==> config.mk <==
export PLATFORM = sky130hd
export DESIGN_NAME = sdr_port
export DESIGN_NICKNAME = d
export VERILOG_FILES = /design/src/sdr_pkg.sv /design/src/sdr_port.sv
export VERILOG_INCLUDE_DIRS = /design/src /design/src/src
export SDC_FILE = /design/constraint.sdc
export NUM_CORES = 1
export LEC_CHECK = 0
export BUFFER_PORTS_ARGS = -buffer_cell sky130_fd_sc_hd__buf_2
export CAP_MARGIN = 20
export CORE_MARGIN = 2
export CORE_UTILIZATION = 50
export CTS_CLUSTER_SIZE = 12
export DETAILED_ROUTE_END_ITERATION = 8
export PLACE_DENSITY = 0.71
export SLEW_MARGIN = 20
export SYNTH_ARGS = -nofsm -noshare
export SYNTH_HDL_FRONTEND = slang
export SYNTH_SLANG_ARGS = --single-unit
==> constraint.sdc <==
create_clock -name core_clk_i -period 4 [get_ports core_clk_i]
set_input_delay 0 -clock core_clk_i [delete_from_list [all_inputs] [get_ports core_clk_i]]
set_output_delay 0 -clock core_clk_i [all_outputs]
set_load 0.05 [all_outputs]
==> src/sdr_defines.svh <==
// Register offsets, bit positions, reset values and timing counts of the serial port
`ifndef SDR_DEFINES_SVH
`define SDR_DEFINES_SVH
`define SDR_ADDR_DATA 8'h21
`define SDR_ADDR_CTRL 8'h22
`define SDR_ADDR_CSR 8'h23
`define SDR_CTRL_IRQ_EN 7
`define SDR_CTRL_PORT_EN 6
`define SDR_CTRL_DIV_EN 5
`define SDR_CTRL_MASTER 4
`define SDR_CTRL_CPOL 3
`define SDR_CTRL_CPHA 2
`define SDR_CSR_DONE 7
`define SDR_CSR_WRITE_COLLISION_FLAG 6
`define SDR_CSR_OVR 5
`define SDR_CSR_MASTER_FAULT_FLAG 4
`define SDR_CSR_SOD 2
`define SDR_CSR_SSM 1
`define SDR_CSR_SSI 0
`define SDR_CTRL_RESET 8'h00
`define SDR_CSR_RESET 8'h00
`define SDR_BYTE_BITS 4'h8
`define SDR_DIV_MAX 7'h7f
`endif

==> src/sdr_pkg.sv <==
// Types shared by the serial data port
package sdr_pkg;
  typedef logic [7:0] sdr_byte_t;
  typedef logic [7:0] sdr_addr_t;
  typedef enum logic [1:0] {SDR_IDLE, SDR_SHIFT, SDR_DONE} sdr_state_e;
endpackage

==> src/sdr_port.sv <==
// Byte-wide serial port: status flags, select management and data buffer
`timescale 1ns/1ps
`default_nettype none
`include "sdr_defines.svh"

// What this block does
// - Set done flag at byte end, interrupt
// - Clear done after status read, data access
// - Ignore data writes while done, unread status
// - Write during shifting sets collision flag
// - Overrun when byte arrives while done set
// - Status read clears overrun flag
// - Select low in master sets fault flag
// - Clear fault: status read then control write
// - Output disable stops driving data output
// - Soft source ignores pin, uses soft level
// - Soft level zero means selected
// - Master data write starts one byte
// - Copy shift register to buffer at end
// - Data read returns buffer, not shifter
// - Data write loads shifter directly
// - Reset clears whole status register
// - Fault clears port enable and master
// - Master drives clock, swaps data pins
// - One interrupt gated by enable bit
module sdr_port
  import sdr_pkg::*;
(
  input wire logic core_clk_i,
  input wire logic rst_n_i,
  input wire sdr_pkg::sdr_addr_t addr_i,
  input wire sdr_pkg::sdr_byte_t wdata_i,
  input wire logic wr_i,
  input wire logic rd_i,
  output logic [7:0] rdata_o,
  output logic irq_o,
  input wire logic sck_i,
  output logic sck_o,
  output logic sck_oe_o,
  input wire logic mosi_i,
  output logic mosi_o,
  output logic mosi_oe_o,
  input wire logic miso_i,
  output logic miso_o,
  output logic miso_oe_o,
  input wire logic ss_n_i,
  output logic ss_pin_free_o
);
  import sdr_pkg::*;

  // ----------------------------------------
  // Reset and input synchronisers
  // ----------------------------------------
  logic [1:0] rst_sync_r;
  logic rst_n;
  logic [1:0] sck_s_r, mosi_s_r, miso_s_r, ss_s_r;
  logic sck_d_r;

  // Release reset through two flops
  always_ff @(posedge core_clk_i or negedge rst_n_i)
  begin
    if (!rst_n_i)
      rst_sync_r <= 2'b00;
    else
      rst_sync_r <= {rst_sync_r[0], 1'b1};
  end
  assign rst_n = rst_sync_r[1];

  // Two-flop synchronisers for pins
  // Select idles high so no fault is seen while reset ends
  always_ff @(posedge core_clk_i or negedge rst_n)
  begin
    if (!rst_n)
    begin
      sck_s_r <= 2'b00;
      mosi_s_r <= 2'b00;
      miso_s_r <= 2'b00;
      ss_s_r <= 2'b11;
      sck_d_r <= 1'b0;
    end
    else
    begin
      sck_s_r <= {sck_s_r[0], sck_i};
      mosi_s_r <= {mosi_s_r[0], mosi_i};
      miso_s_r <= {miso_s_r[0], miso_i};
      ss_s_r <= {ss_s_r[0], ss_n_i};
      sck_d_r <= sck_s_r[1];
    end
  end

  // ----------------------------------------
  // Registers and decode
  // ----------------------------------------
  logic [7:0] ctrl_r, csr_r;
  sdr_byte_t shift_r, rxbuf_r;
  logic csr_seen_r, master_fault_flag_seen_r;
  sdr_state_e state_r;
  logic [3:0] bit_cnt_r;
  logic [6:0] div_r;
  logic sck_int_r;
  // Bit taken on the leading edge, waits for the trailing edge
  logic rx_bit_r;
  logic wr_data, rd_data, wr_ctrl, rd_csr, wr_csr;
  logic master, sel_n, data_write_ok, byte_end, fault;
  logic tick, lead_edge, trail_edge, sample_in;

  assign wr_data = wr_i && (addr_i == `SDR_ADDR_DATA);
  assign rd_data = rd_i && (addr_i == `SDR_ADDR_DATA);
  assign wr_ctrl = wr_i && (addr_i == `SDR_ADDR_CTRL);
  assign wr_csr = wr_i && (addr_i == `SDR_ADDR_CSR);
  assign rd_csr = rd_i && (addr_i == `SDR_ADDR_CSR);
  assign master = ctrl_r[`SDR_CTRL_MASTER];
  // Internal select from soft level or pin
  assign sel_n = csr_r[`SDR_CSR_SSM] ? csr_r[`SDR_CSR_SSI] : ss_s_r[1];
  assign fault = master && ctrl_r[`SDR_CTRL_PORT_EN] && !sel_n;
  // Writes blocked while done flag set and status unread
  assign data_write_ok = wr_data && !(csr_r[`SDR_CSR_DONE] && !csr_seen_r);
  // Serial input: far slave's answer as master, far master's data as slave
  assign sample_in = master ? miso_s_r[1] : mosi_s_r[1];

  // ----------------------------------------
  // Master clock divider and edge finder
  // ----------------------------------------
  // Divider enables a half-period tick in master mode
  // Counting only while shifting keeps each byte's first half-period full
  always_ff @(posedge core_clk_i or negedge rst_n)
  begin
    if (!rst_n)
      div_r <= 7'h00;
    else if (state_r != SDR_SHIFT || tick)
      div_r <= 7'h00;
    else
      div_r <= div_r + 7'h01;
  end
  assign tick = master && (div_r == (ctrl_r[`SDR_CTRL_DIV_EN] ? 7'h01 : 7'h03));

  // Leading and trailing edges: own clock or sampled pin
  always_comb
  begin
    if (master)
    begin
      lead_edge = tick && !sck_int_r;
      trail_edge = tick && sck_int_r;
    end
    else
    begin
      lead_edge = !sel_n && (sck_s_r[1] != sck_d_r)
                  && (sck_s_r[1] != ctrl_r[`SDR_CTRL_CPOL]);
      trail_edge = !sel_n && (sck_s_r[1] != sck_d_r)
                   && (sck_s_r[1] == ctrl_r[`SDR_CTRL_CPOL]);
    end
  end

  // ----------------------------------------
  // Shift engine
  // ----------------------------------------
  // Byte sequencer, sample on leading edge, shift on trailing
  // The shifter moves only on the trailing edge, so the data output
  // never changes beside the edge on which the far side samples it
  always_ff @(posedge core_clk_i or negedge rst_n)
  begin
    if (!rst_n)
    begin
      state_r <= SDR_IDLE;
      bit_cnt_r <= 4'h0;
      sck_int_r <= 1'b0;
      shift_r <= 8'h00;
      rx_bit_r <= 1'b0;
    end
    else
    begin
      case (state_r)
        SDR_IDLE:
        begin
          sck_int_r <= 1'b0;
          bit_cnt_r <= 4'h0;
          if (data_write_ok)
            shift_r <= wdata_i;
          if (data_write_ok && master && ctrl_r[`SDR_CTRL_PORT_EN])
            state_r <= SDR_SHIFT;
          else if (!master && ctrl_r[`SDR_CTRL_PORT_EN] && !sel_n)
            state_r <= SDR_SHIFT;
        end
        SDR_SHIFT:
        begin
          if (tick)
            sck_int_r <= !sck_int_r;
          if (lead_edge)
            rx_bit_r <= sample_in;
          if (trail_edge)
          begin
            shift_r <= {shift_r[6:0], rx_bit_r};
            bit_cnt_r <= bit_cnt_r + 4'h1;
          end
          if (trail_edge && bit_cnt_r == `SDR_BYTE_BITS - 4'h1)
            state_r <= SDR_DONE;
          else if (!ctrl_r[`SDR_CTRL_PORT_EN] || (!master && sel_n) || fault)
            state_r <= SDR_IDLE;
        end
        SDR_DONE:
          state_r <= SDR_IDLE;
        default:
          state_r <= SDR_IDLE;
      endcase
    end
  end
  assign byte_end = (state_r == SDR_DONE);

  // Receive buffer filled at byte end unless overrun
  // On overrun the older unread byte is kept
  always_ff @(posedge core_clk_i or negedge rst_n)
  begin
    if (!rst_n)
      rxbuf_r <= 8'h00;
    else if (byte_end && !csr_r[`SDR_CSR_DONE])
      rxbuf_r <= shift_r;
  end

  // ----------------------------------------
  // Control register
  // ----------------------------------------
  // Software writes; fault drops enable and master
  // A fault outranks a software write in the same cycle
  always_ff @(posedge core_clk_i or negedge rst_n)
  begin
    if (!rst_n)
      ctrl_r <= `SDR_CTRL_RESET;
    else if (fault)
    begin
      ctrl_r[`SDR_CTRL_PORT_EN] <= 1'b0;
      ctrl_r[`SDR_CTRL_MASTER] <= 1'b0;
    end
    else if (wr_ctrl)
      ctrl_r <= wdata_i;
  end

  // ----------------------------------------
  // Status register and clear sequences
  // ----------------------------------------
  // Remember status reads for the two-step clears
  always_ff @(posedge core_clk_i or negedge rst_n)
  begin
    if (!rst_n)
    begin
      csr_seen_r <= 1'b0;
      master_fault_flag_seen_r <= 1'b0;
    end
    else
    begin
      if (rd_csr)
        csr_seen_r <= 1'b1;
      else if (rd_data || wr_data)
        csr_seen_r <= 1'b0;
      if (rd_csr && csr_r[`SDR_CSR_MASTER_FAULT_FLAG])
        master_fault_flag_seen_r <= 1'b1;
      else if (wr_ctrl)
        master_fault_flag_seen_r <= 1'b0;
    end
  end

  // Flags: set wins over clear
  // A completing byte always sets done even under a clear access
  always_ff @(posedge core_clk_i or negedge rst_n)
  begin
    if (!rst_n)
      csr_r <= `SDR_CSR_RESET;
    else
    begin
      if (wr_csr)
        csr_r[2:0] <= wdata_i[2:0];
      if (byte_end)
        csr_r[`SDR_CSR_DONE] <= 1'b1;
      else if (csr_seen_r && (rd_data || wr_data))
        csr_r[`SDR_CSR_DONE] <= 1'b0;
      if (wr_data && state_r == SDR_SHIFT)
        csr_r[`SDR_CSR_WRITE_COLLISION_FLAG] <= 1'b1;
      else if (csr_seen_r && (rd_data || wr_data))
        csr_r[`SDR_CSR_WRITE_COLLISION_FLAG] <= 1'b0;
      if (byte_end && csr_r[`SDR_CSR_DONE])
        csr_r[`SDR_CSR_OVR] <= 1'b1;
      else if (rd_csr)
        csr_r[`SDR_CSR_OVR] <= 1'b0;
      if (fault)
        csr_r[`SDR_CSR_MASTER_FAULT_FLAG] <= 1'b1;
      else if (master_fault_flag_seen_r && wr_ctrl)
        csr_r[`SDR_CSR_MASTER_FAULT_FLAG] <= 1'b0;
      csr_r[3] <= 1'b0;
    end
  end

  // ----------------------------------------
  // Read data and pin outputs
  // ----------------------------------------
  // Registered read answer, one cycle after strobe
  always_ff @(posedge core_clk_i or negedge rst_n)
  begin
    if (!rst_n)
      rdata_o <= 8'h00;
    else if (rd_i)
      case (addr_i)
        `SDR_ADDR_DATA: rdata_o <= rxbuf_r;
        `SDR_ADDR_CTRL: rdata_o <= ctrl_r;
        `SDR_ADDR_CSR: rdata_o <= csr_r;
        default: rdata_o <= 8'h00;
      endcase
    else
      rdata_o <= 8'h00;
  end

  // Interrupt and pin drivers from flops
  always_ff @(posedge core_clk_i or negedge rst_n)
  begin
    if (!rst_n)
    begin
      irq_o <= 1'b0;
      sck_o <= 1'b0;
      sck_oe_o <= 1'b0;
      mosi_o <= 1'b0;
      mosi_oe_o <= 1'b0;
      miso_o <= 1'b0;
      miso_oe_o <= 1'b0;
      ss_pin_free_o <= 1'b0;
    end
    else
    begin
      irq_o <= ctrl_r[`SDR_CTRL_IRQ_EN] && (csr_r[`SDR_CSR_DONE]
               || csr_r[`SDR_CSR_OVR] || csr_r[`SDR_CSR_MASTER_FAULT_FLAG]);
      sck_o <= sck_int_r ^ ctrl_r[`SDR_CTRL_CPOL];
      sck_oe_o <= ctrl_r[`SDR_CTRL_PORT_EN] && master;
      mosi_o <= shift_r[7];
      miso_o <= shift_r[7];
      mosi_oe_o <= ctrl_r[`SDR_CTRL_PORT_EN] && master
                   && !csr_r[`SDR_CSR_SOD];
      miso_oe_o <= ctrl_r[`SDR_CTRL_PORT_EN] && !master && !sel_n
                   && !csr_r[`SDR_CSR_SOD];
      ss_pin_free_o <= csr_r[`SDR_CSR_SSM];
    end
  end

endmodule
`default_nettype wire

Yosys cells after proc, flatten, opt, wreduce, memory -nomap -nowiden
Index checks and enable logic that the tools add are counted.
{"block": "classes", "bitwise": 2, "reduce_logical": 59, "n_eq_ne": 16, "add_sub_neg": 2, "n_mux": 34}
{"cell": "logical AND 1 bit", "n": 30}
{"cell": "equality test 8 x 6 -> 1 bit (second input constant)", "n": 3}
{"cell": "two-way mux 8 bit", "n": 3}
{"cell": "one-hot mux 8 bit (3 select lines)", "n": 1}
{"cell": "two-way mux 1 bit", "n": 18}
{"cell": "one-hot mux 8 bit (2 select lines)", "n": 1}
{"cell": "nonzero test 2 bit", "n": 8}
{"cell": "two-way mux 7 bit", "n": 2}
{"cell": "two-way mux 2 bit", "n": 5}
{"cell": "AND reduction 2 bit", "n": 5}
{"cell": "zero test 1 bit", "n": 8}
{"cell": "one-hot mux 4 bit (2 select lines)", "n": 1}
{"cell": "adder 7 x 1 -> 7 bit (second input constant)", "n": 1}
{"cell": "equality test 7 x 2 -> 1 bit", "n": 1}
{"cell": "logical OR 1 bit", "n": 6}
{"cell": "inequality test 2 bit (second input constant)", "n": 3}
{"cell": "inequality test 3 bit (second input constant)", "n": 2}
{"cell": "adder 4 x 1 -> 4 bit (second input constant)", "n": 1}
{"cell": "equality test 4 x 3 -> 1 bit (second input constant)", "n": 1}
{"cell": "two-way mux 4 bit", "n": 1}
{"cell": "one-hot mux 2 bit (2 select lines)", "n": 1}
{"cell": "AND reduction 3 bit", "n": 1}
{"cell": "equality test 2 x 1 -> 1 bit (second input constant)", "n": 1}
{"cell": "equality test 2 bit (second input constant)", "n": 1}
{"cell": "other kinds (7)", "n": 8}
{"block": "word_totals", "wordCells": 143, "input_bits": 24, "reg_bits": 74}

Depth between registers and ports, before layout
{"block": "depth", "depth_word": 8, "mapped_depth": 7, "depth_no_buf": 5}

Least setup slack after synthesis
Ideal clock, no wire load.
{"block": "synth_path", "kind": "register -> register", "start": "register div_r[2]", "end": "register shift_r[2]", "t_required_ps": 3877, "setup_time_ps": 123, "arrival_time_ps": 2142, "stages_incl_launch_ff": 7, "setup_slack_ps": 1735, "n_path_buf": 1, "path_cell_list": "dfrtp_1 > or4b_1 > or4_4 > a2bb2oi_2 > buf_6 > or3_1 > o221a_2"}
{"block": "synth_between", "elab_chain_cells": 6}
{"element": "from (decl)", "line_no": "sdr_port.sv:99", "rtl": "logic [6:0] div_r;"}
{"element": "from (signal assigned)", "line_no": "sdr_port.sv:133", "rtl": "div_r <= div_r + 7'h01;"}
{"element": "equality test 7 x 2 -> 1 bit", "line_no": "sdr_port.sv:135", "rtl": "assign tick = master && (div_r == (ctrl_r[`SDR_CTRL_DIV_EN] ? 7'h01 : 7'h03));"}
{"element": "logical AND 1 bit", "line_no": "sdr_port.sv:135"}
{"element": "logical AND 1 bit", "line_no": "sdr_port.sv:143", "rtl": "trail_edge = tick && sck_int_r;"}
{"element": "two-way mux 1 bit", "line_no": "sdr_port.sv:140", "rtl": "if (master)"}
{"element": "inequality test 2 bit (no source line)"}
{"element": "AND reduction 3 bit (no source line)"}
{"element": "to (signal assigned)", "line_no": "sdr_port.sv:178", "rtl": "shift_r <= wdata_i;"}
{"element": "to (signal assigned)", "line_no": "sdr_port.sv:192", "rtl": "shift_r <= {shift_r[6:0], rx_bit_r};"}
{"element": "to (decl)", "line_no": "sdr_port.sv:95", "rtl": "sdr_byte_t shift_r, rxbuf_r;"}
Every way passes these cells.
A chain may end at the register's enable or synchronous reset.

Worst setup path after layout
{"block": "layout_path", "start": "register div_r[2]", "end": "register bit_cnt_r[2]"}
{"block": "layout_between", "elab_chain_cells": 6}
{"element": "equality test 7 x 2 -> 1 bit", "line_no": "sdr_port.sv:135"}
{"element": "logical AND 1 bit", "line_no": "sdr_port.sv:135"}
{"element": "logical AND 1 bit", "line_no": "sdr_port.sv:143"}
{"element": "two-way mux 1 bit", "line_no": "sdr_port.sv:140"}
{"element": "inequality test 2 bit (no source line)"}
{"element": "AND reduction 2 bit (no source line)"}
{"element": "to (signal assigned)", "line_no": "sdr_port.sv:193", "rtl": "bit_cnt_r <= bit_cnt_r + 4'h1;"}
{"element": "to (decl)", "line_no": "sdr_port.sv:98", "rtl": "logic [3:0] bit_cnt_r;"}
Every way passes these cells.

==> results by group <==
Logic synthesis
  – Ys flop type: dfrtp_1
  – Syn Inst Count: 250
  – Seq/Total Area, Yosys: about 60%
  – Syn Std Cell Area: between 3000 and 4000 µm²
  – Warnings from Yosys: 0
  – Cell taking the most area after synthesis: dfrtp_1
  – Number of synthesized flops with an enable pin: 0
  – Flops & latches, synth: between 70 and 80
  – Ranking of synthesized cells by area: dfrtp_1 (58%), mux2_2 (9.8%), o221a_2 (2.9%)
  – Syn avg cell area: 12.4 µm²
  – Yosys cell types: 46
  – Fraction of registers with async set/reset: 100%
  – Top-area cell type share of the netlist area: 58.1%
  – Synth Net Count: between 200 and 300

Die
  – Die width: between 80 and 90 µm
  – Starting Density: roughly 52%
  – FP Rows: 28
  – Die area: around 7000 µm²
  – Ports: 40
  – Die Ht: approximately 83 µm
  – CORE AREA: slightly below 6000 µm²

Clock network
  – Clock sinks: 74
  – Cts repair resizes: 0
  – Clock Tree Buf Depth: 2
  – CTS Root Cell: clkbuf_8
  – Insertion delay to the later sink of the worst-skew pair: 0.35 ns
  – TritonCTS clock tree: done
  – Reg clk slew, reported paths: approximately 0.080 ns
  – Cts hold-fix bufs: 16
  – Cts bufs inserted: 9
  – CTS H-tree lvls: 3
  – Post-CTS Setup Bufs: 0

Setup path
  – Cell family with most CP delay: simple AND/OR/NAND/NOR gates
  – Crit path top cell by count: or4b_1
  – CP peak stage delay: approximately 0.54 ns
  – R2r startpoint: div_r[2]$_DFF_PN0_
  – CP startpoint kind: register
  – Data arrival, critical path: around 2.7 ns
  – Slowest cell on the critical path: or4b_1
  – Cells along the critical path: or4b_1, or4_4, a2bb2oi_2, or4b_1, o21ai_0
  – CP Class: reg2reg
  – Crit end category: register
  – CP Max Fanout: 19
  – CP startpoint: div_r[2]$_DFF_PN0_
  – CP bufs+invs: 0
  – Worst EP required: between 4 and 5 ns

Drt
  – Met1 WL: 2990 µm
  – Average via count per standard cell: 5.63
  – Iteration count of the initial detailed-routing pass: 4
  – Drt total wl: 6480 µm
  – Wire length per cell: approximately 17 µm
  – Met3 WL: ~320 µm
  – Post-route ant nets: 0
  – Met2 wire len: roughly 3000 µm
  – Remaining DRCs: 0
  – DRT iter0 DRCs: between 150 and 200
  – Top sig layer: met4
  – Vias: 2,177

Cells and area
  – Design area: around 3700 µm²
  – Antenna diodes: 0
  – Syn-to-layout area delta: 20.5%
  – Final net count: approximately 330
  – Proportion of layout cells with a drive suffix above 1: 31.7%
  – Most frequent cells in the layout: dfrtp_1 (71), buf_2 (39), mux2_2 (27)
  – Most common cell after layout, fill and taps aside: dfrtp_1
  – Final core occ: a little over three fifths

Global route
  – GR Util All Layers: 20.8%
  – Initial antenna violation count: 0
  – Total gr overflow: 0
  – Global-route wire length before repair: just over 10,000 µm
  – Largest net degree at the start of global routing: 40
  – Number of global-route vias before repair: 2,078

Placed design
  – IO buf count: 39
  – Detailed placement HPWL: approximately 4300 µm
  – GP Congestion: roughly 0.81
  – DP Worst Slack: roughly 1.6 ns
  – DP Area: between 3000 and 4000 µm²

Hold path
  – Worst hold path type: in2reg
  – Hold Path Origin: addr_i[3]

STA
  – Setup TNS: 0 ns
  – Unrepaired setup endpoints after global routing: no
  – Hold Vio Cnt, Final: 0
  – Clock skew: approximately 0.013 ns
  – Fin crit period: about 2.4 ns
  – Hold_ws: just under 0.02 ns
  – Relative slew slack: a little under half
  – Part of the cycle the worst path needs: between 60% and 70%
  – Final Max Tran Viols: 0
  – Final setup fails: 0
  – Slew @ Worst Pin: about 0.78 ns
  – Fmax: around 410 MHz
  – Final worst slack: approximately 1.6 ns

Pwr
  – Pwr dens: 418 nW/µm²
  – Maximum vdd ir drop: between 200 and 300 µV
  – Leak Pwr: approximately 1.7 nW

Run status
  – Outcome: completed

Flow run
  – Max_cap viols: 0
[cell families (layout without fill, tap and decap cells)]
group | count (synthesis) | after routing | share of synthesized area (%)
compound gates | 40 | 40 | 10.6
xor+xnor | 10 | 10 | 2.82
mux | 27 | 27 | 9.80
simple gates | 82 | 82 | 14.0
fa+ha+maj | 2 | 2 | 0.807
flops | 74 | 74 | 59.8
buf+inv | 14 | 76 | 2.10
other cells | 1 | 1 | 0.121
[synthesized netlist by cell type (3+ instances only)]
library cell	instances
mux2_2	27
nand3_1	11
a22oi_1	8
nand2_1	13
nor3_1	3
nor2b_1	5
inv_1	3
o221a_2	8
xor2_1	4
o21ai_0	4
a31oi_1	3
nand2b_1	3
xnor2_1	6
clkbuf_1	8
or3_1	8
dfrtp_1	72
or4b_1	3
nor2_1	23
a21oi_1	3
nand4_1	3
[through the flow]
stage | instances | power [W]
after detailed placement | 355 | 0.000913
after floorplan | 250 | 0.000875
after global routing | 387 | 0.00162
final | 387 | 0.00156
after global placement | 355 | 0.000911
after CTS | 387 | 0.00157
[path summary, 6_finish.rpt]
kind	end	slack [ns]	cells past startpoint
max in group asynchronous	ss_s_r[0]$_DFF_PN1_	2.72	1
worst min-delay path	csr_seen_r$_DFFE_PN0P_	0.02	3
worst max register to register	bit_cnt_r[2]$_DFFE_PN0P_	1.59	5
min in group asynchronous	rdata_o[4]$_DFF_PN0_	0.33	0
worst min register to register	rdata_o[4]$_DFF_PN0_	0.33	0
worst max-delay path	bit_cnt_r[2]$_DFFE_PN0P_	1.59	5
[cell type report]
| type | count | area (µm²) |
|---|---|---|
| Tap cell | 75 | 93.8 |
| Timing Repair Buffer | 57 | 370 |
| Fill cell | 473 | 2220 |
| Sequential cell | 74 | 1860 |
| Clock inverter | 7 | 98.8 |
| Inverter | 3 | 11.3 |
| Multi-Input combinational cell | 162 | 1180 |
| Clock buffer | 9 | 124 |
[registers in the layout (all words and copies together) (netlist names), 2 cells and up]
| name | cells |
|---|---|
| ctrl_r | 8 |
| state_r | 2 |
| csr_r | 7 |
| rst_sync_r | 2 |
| div_r | 7 |
| shift_r | 8 |
| ss_s_r | 2 |
| rdata_o | 8 |
| miso_s_r | 2 |
| sck_s_r | 2 |
| rxbuf_r | 8 |
| mosi_s_r | 2 |
| bit_cnt_r | 4 |
[worst reg2reg max path, stage by stage (launching register included)]
cell,delay [ns]
dfrtp_1,0.41
or4b_1,0.52
or4_4,0.53
a2bb2oi_2,0.25
or4b_1,0.55
o21ai_0,0.08
[metal layers]
layer | global-route usage [%] | vias up
met5 | 0 | -
met4 | 11.8 | 0
met3 | 4.24 | 17
met2 | 30.6 | 69
met1 | 28.9 | 1068
li1 | - | 1023
[report_power, final]
part	internal [W]	switching (W)	leakage (nW)
clock network	0.000357	0.000295	0.111
registers	0.000775	0.0000275	0.994
logic	0.0000481	0.0000589	0.633
total	0.00118	0.000382	1.74
No activity file was read; power rests on OpenSTA's default activity.
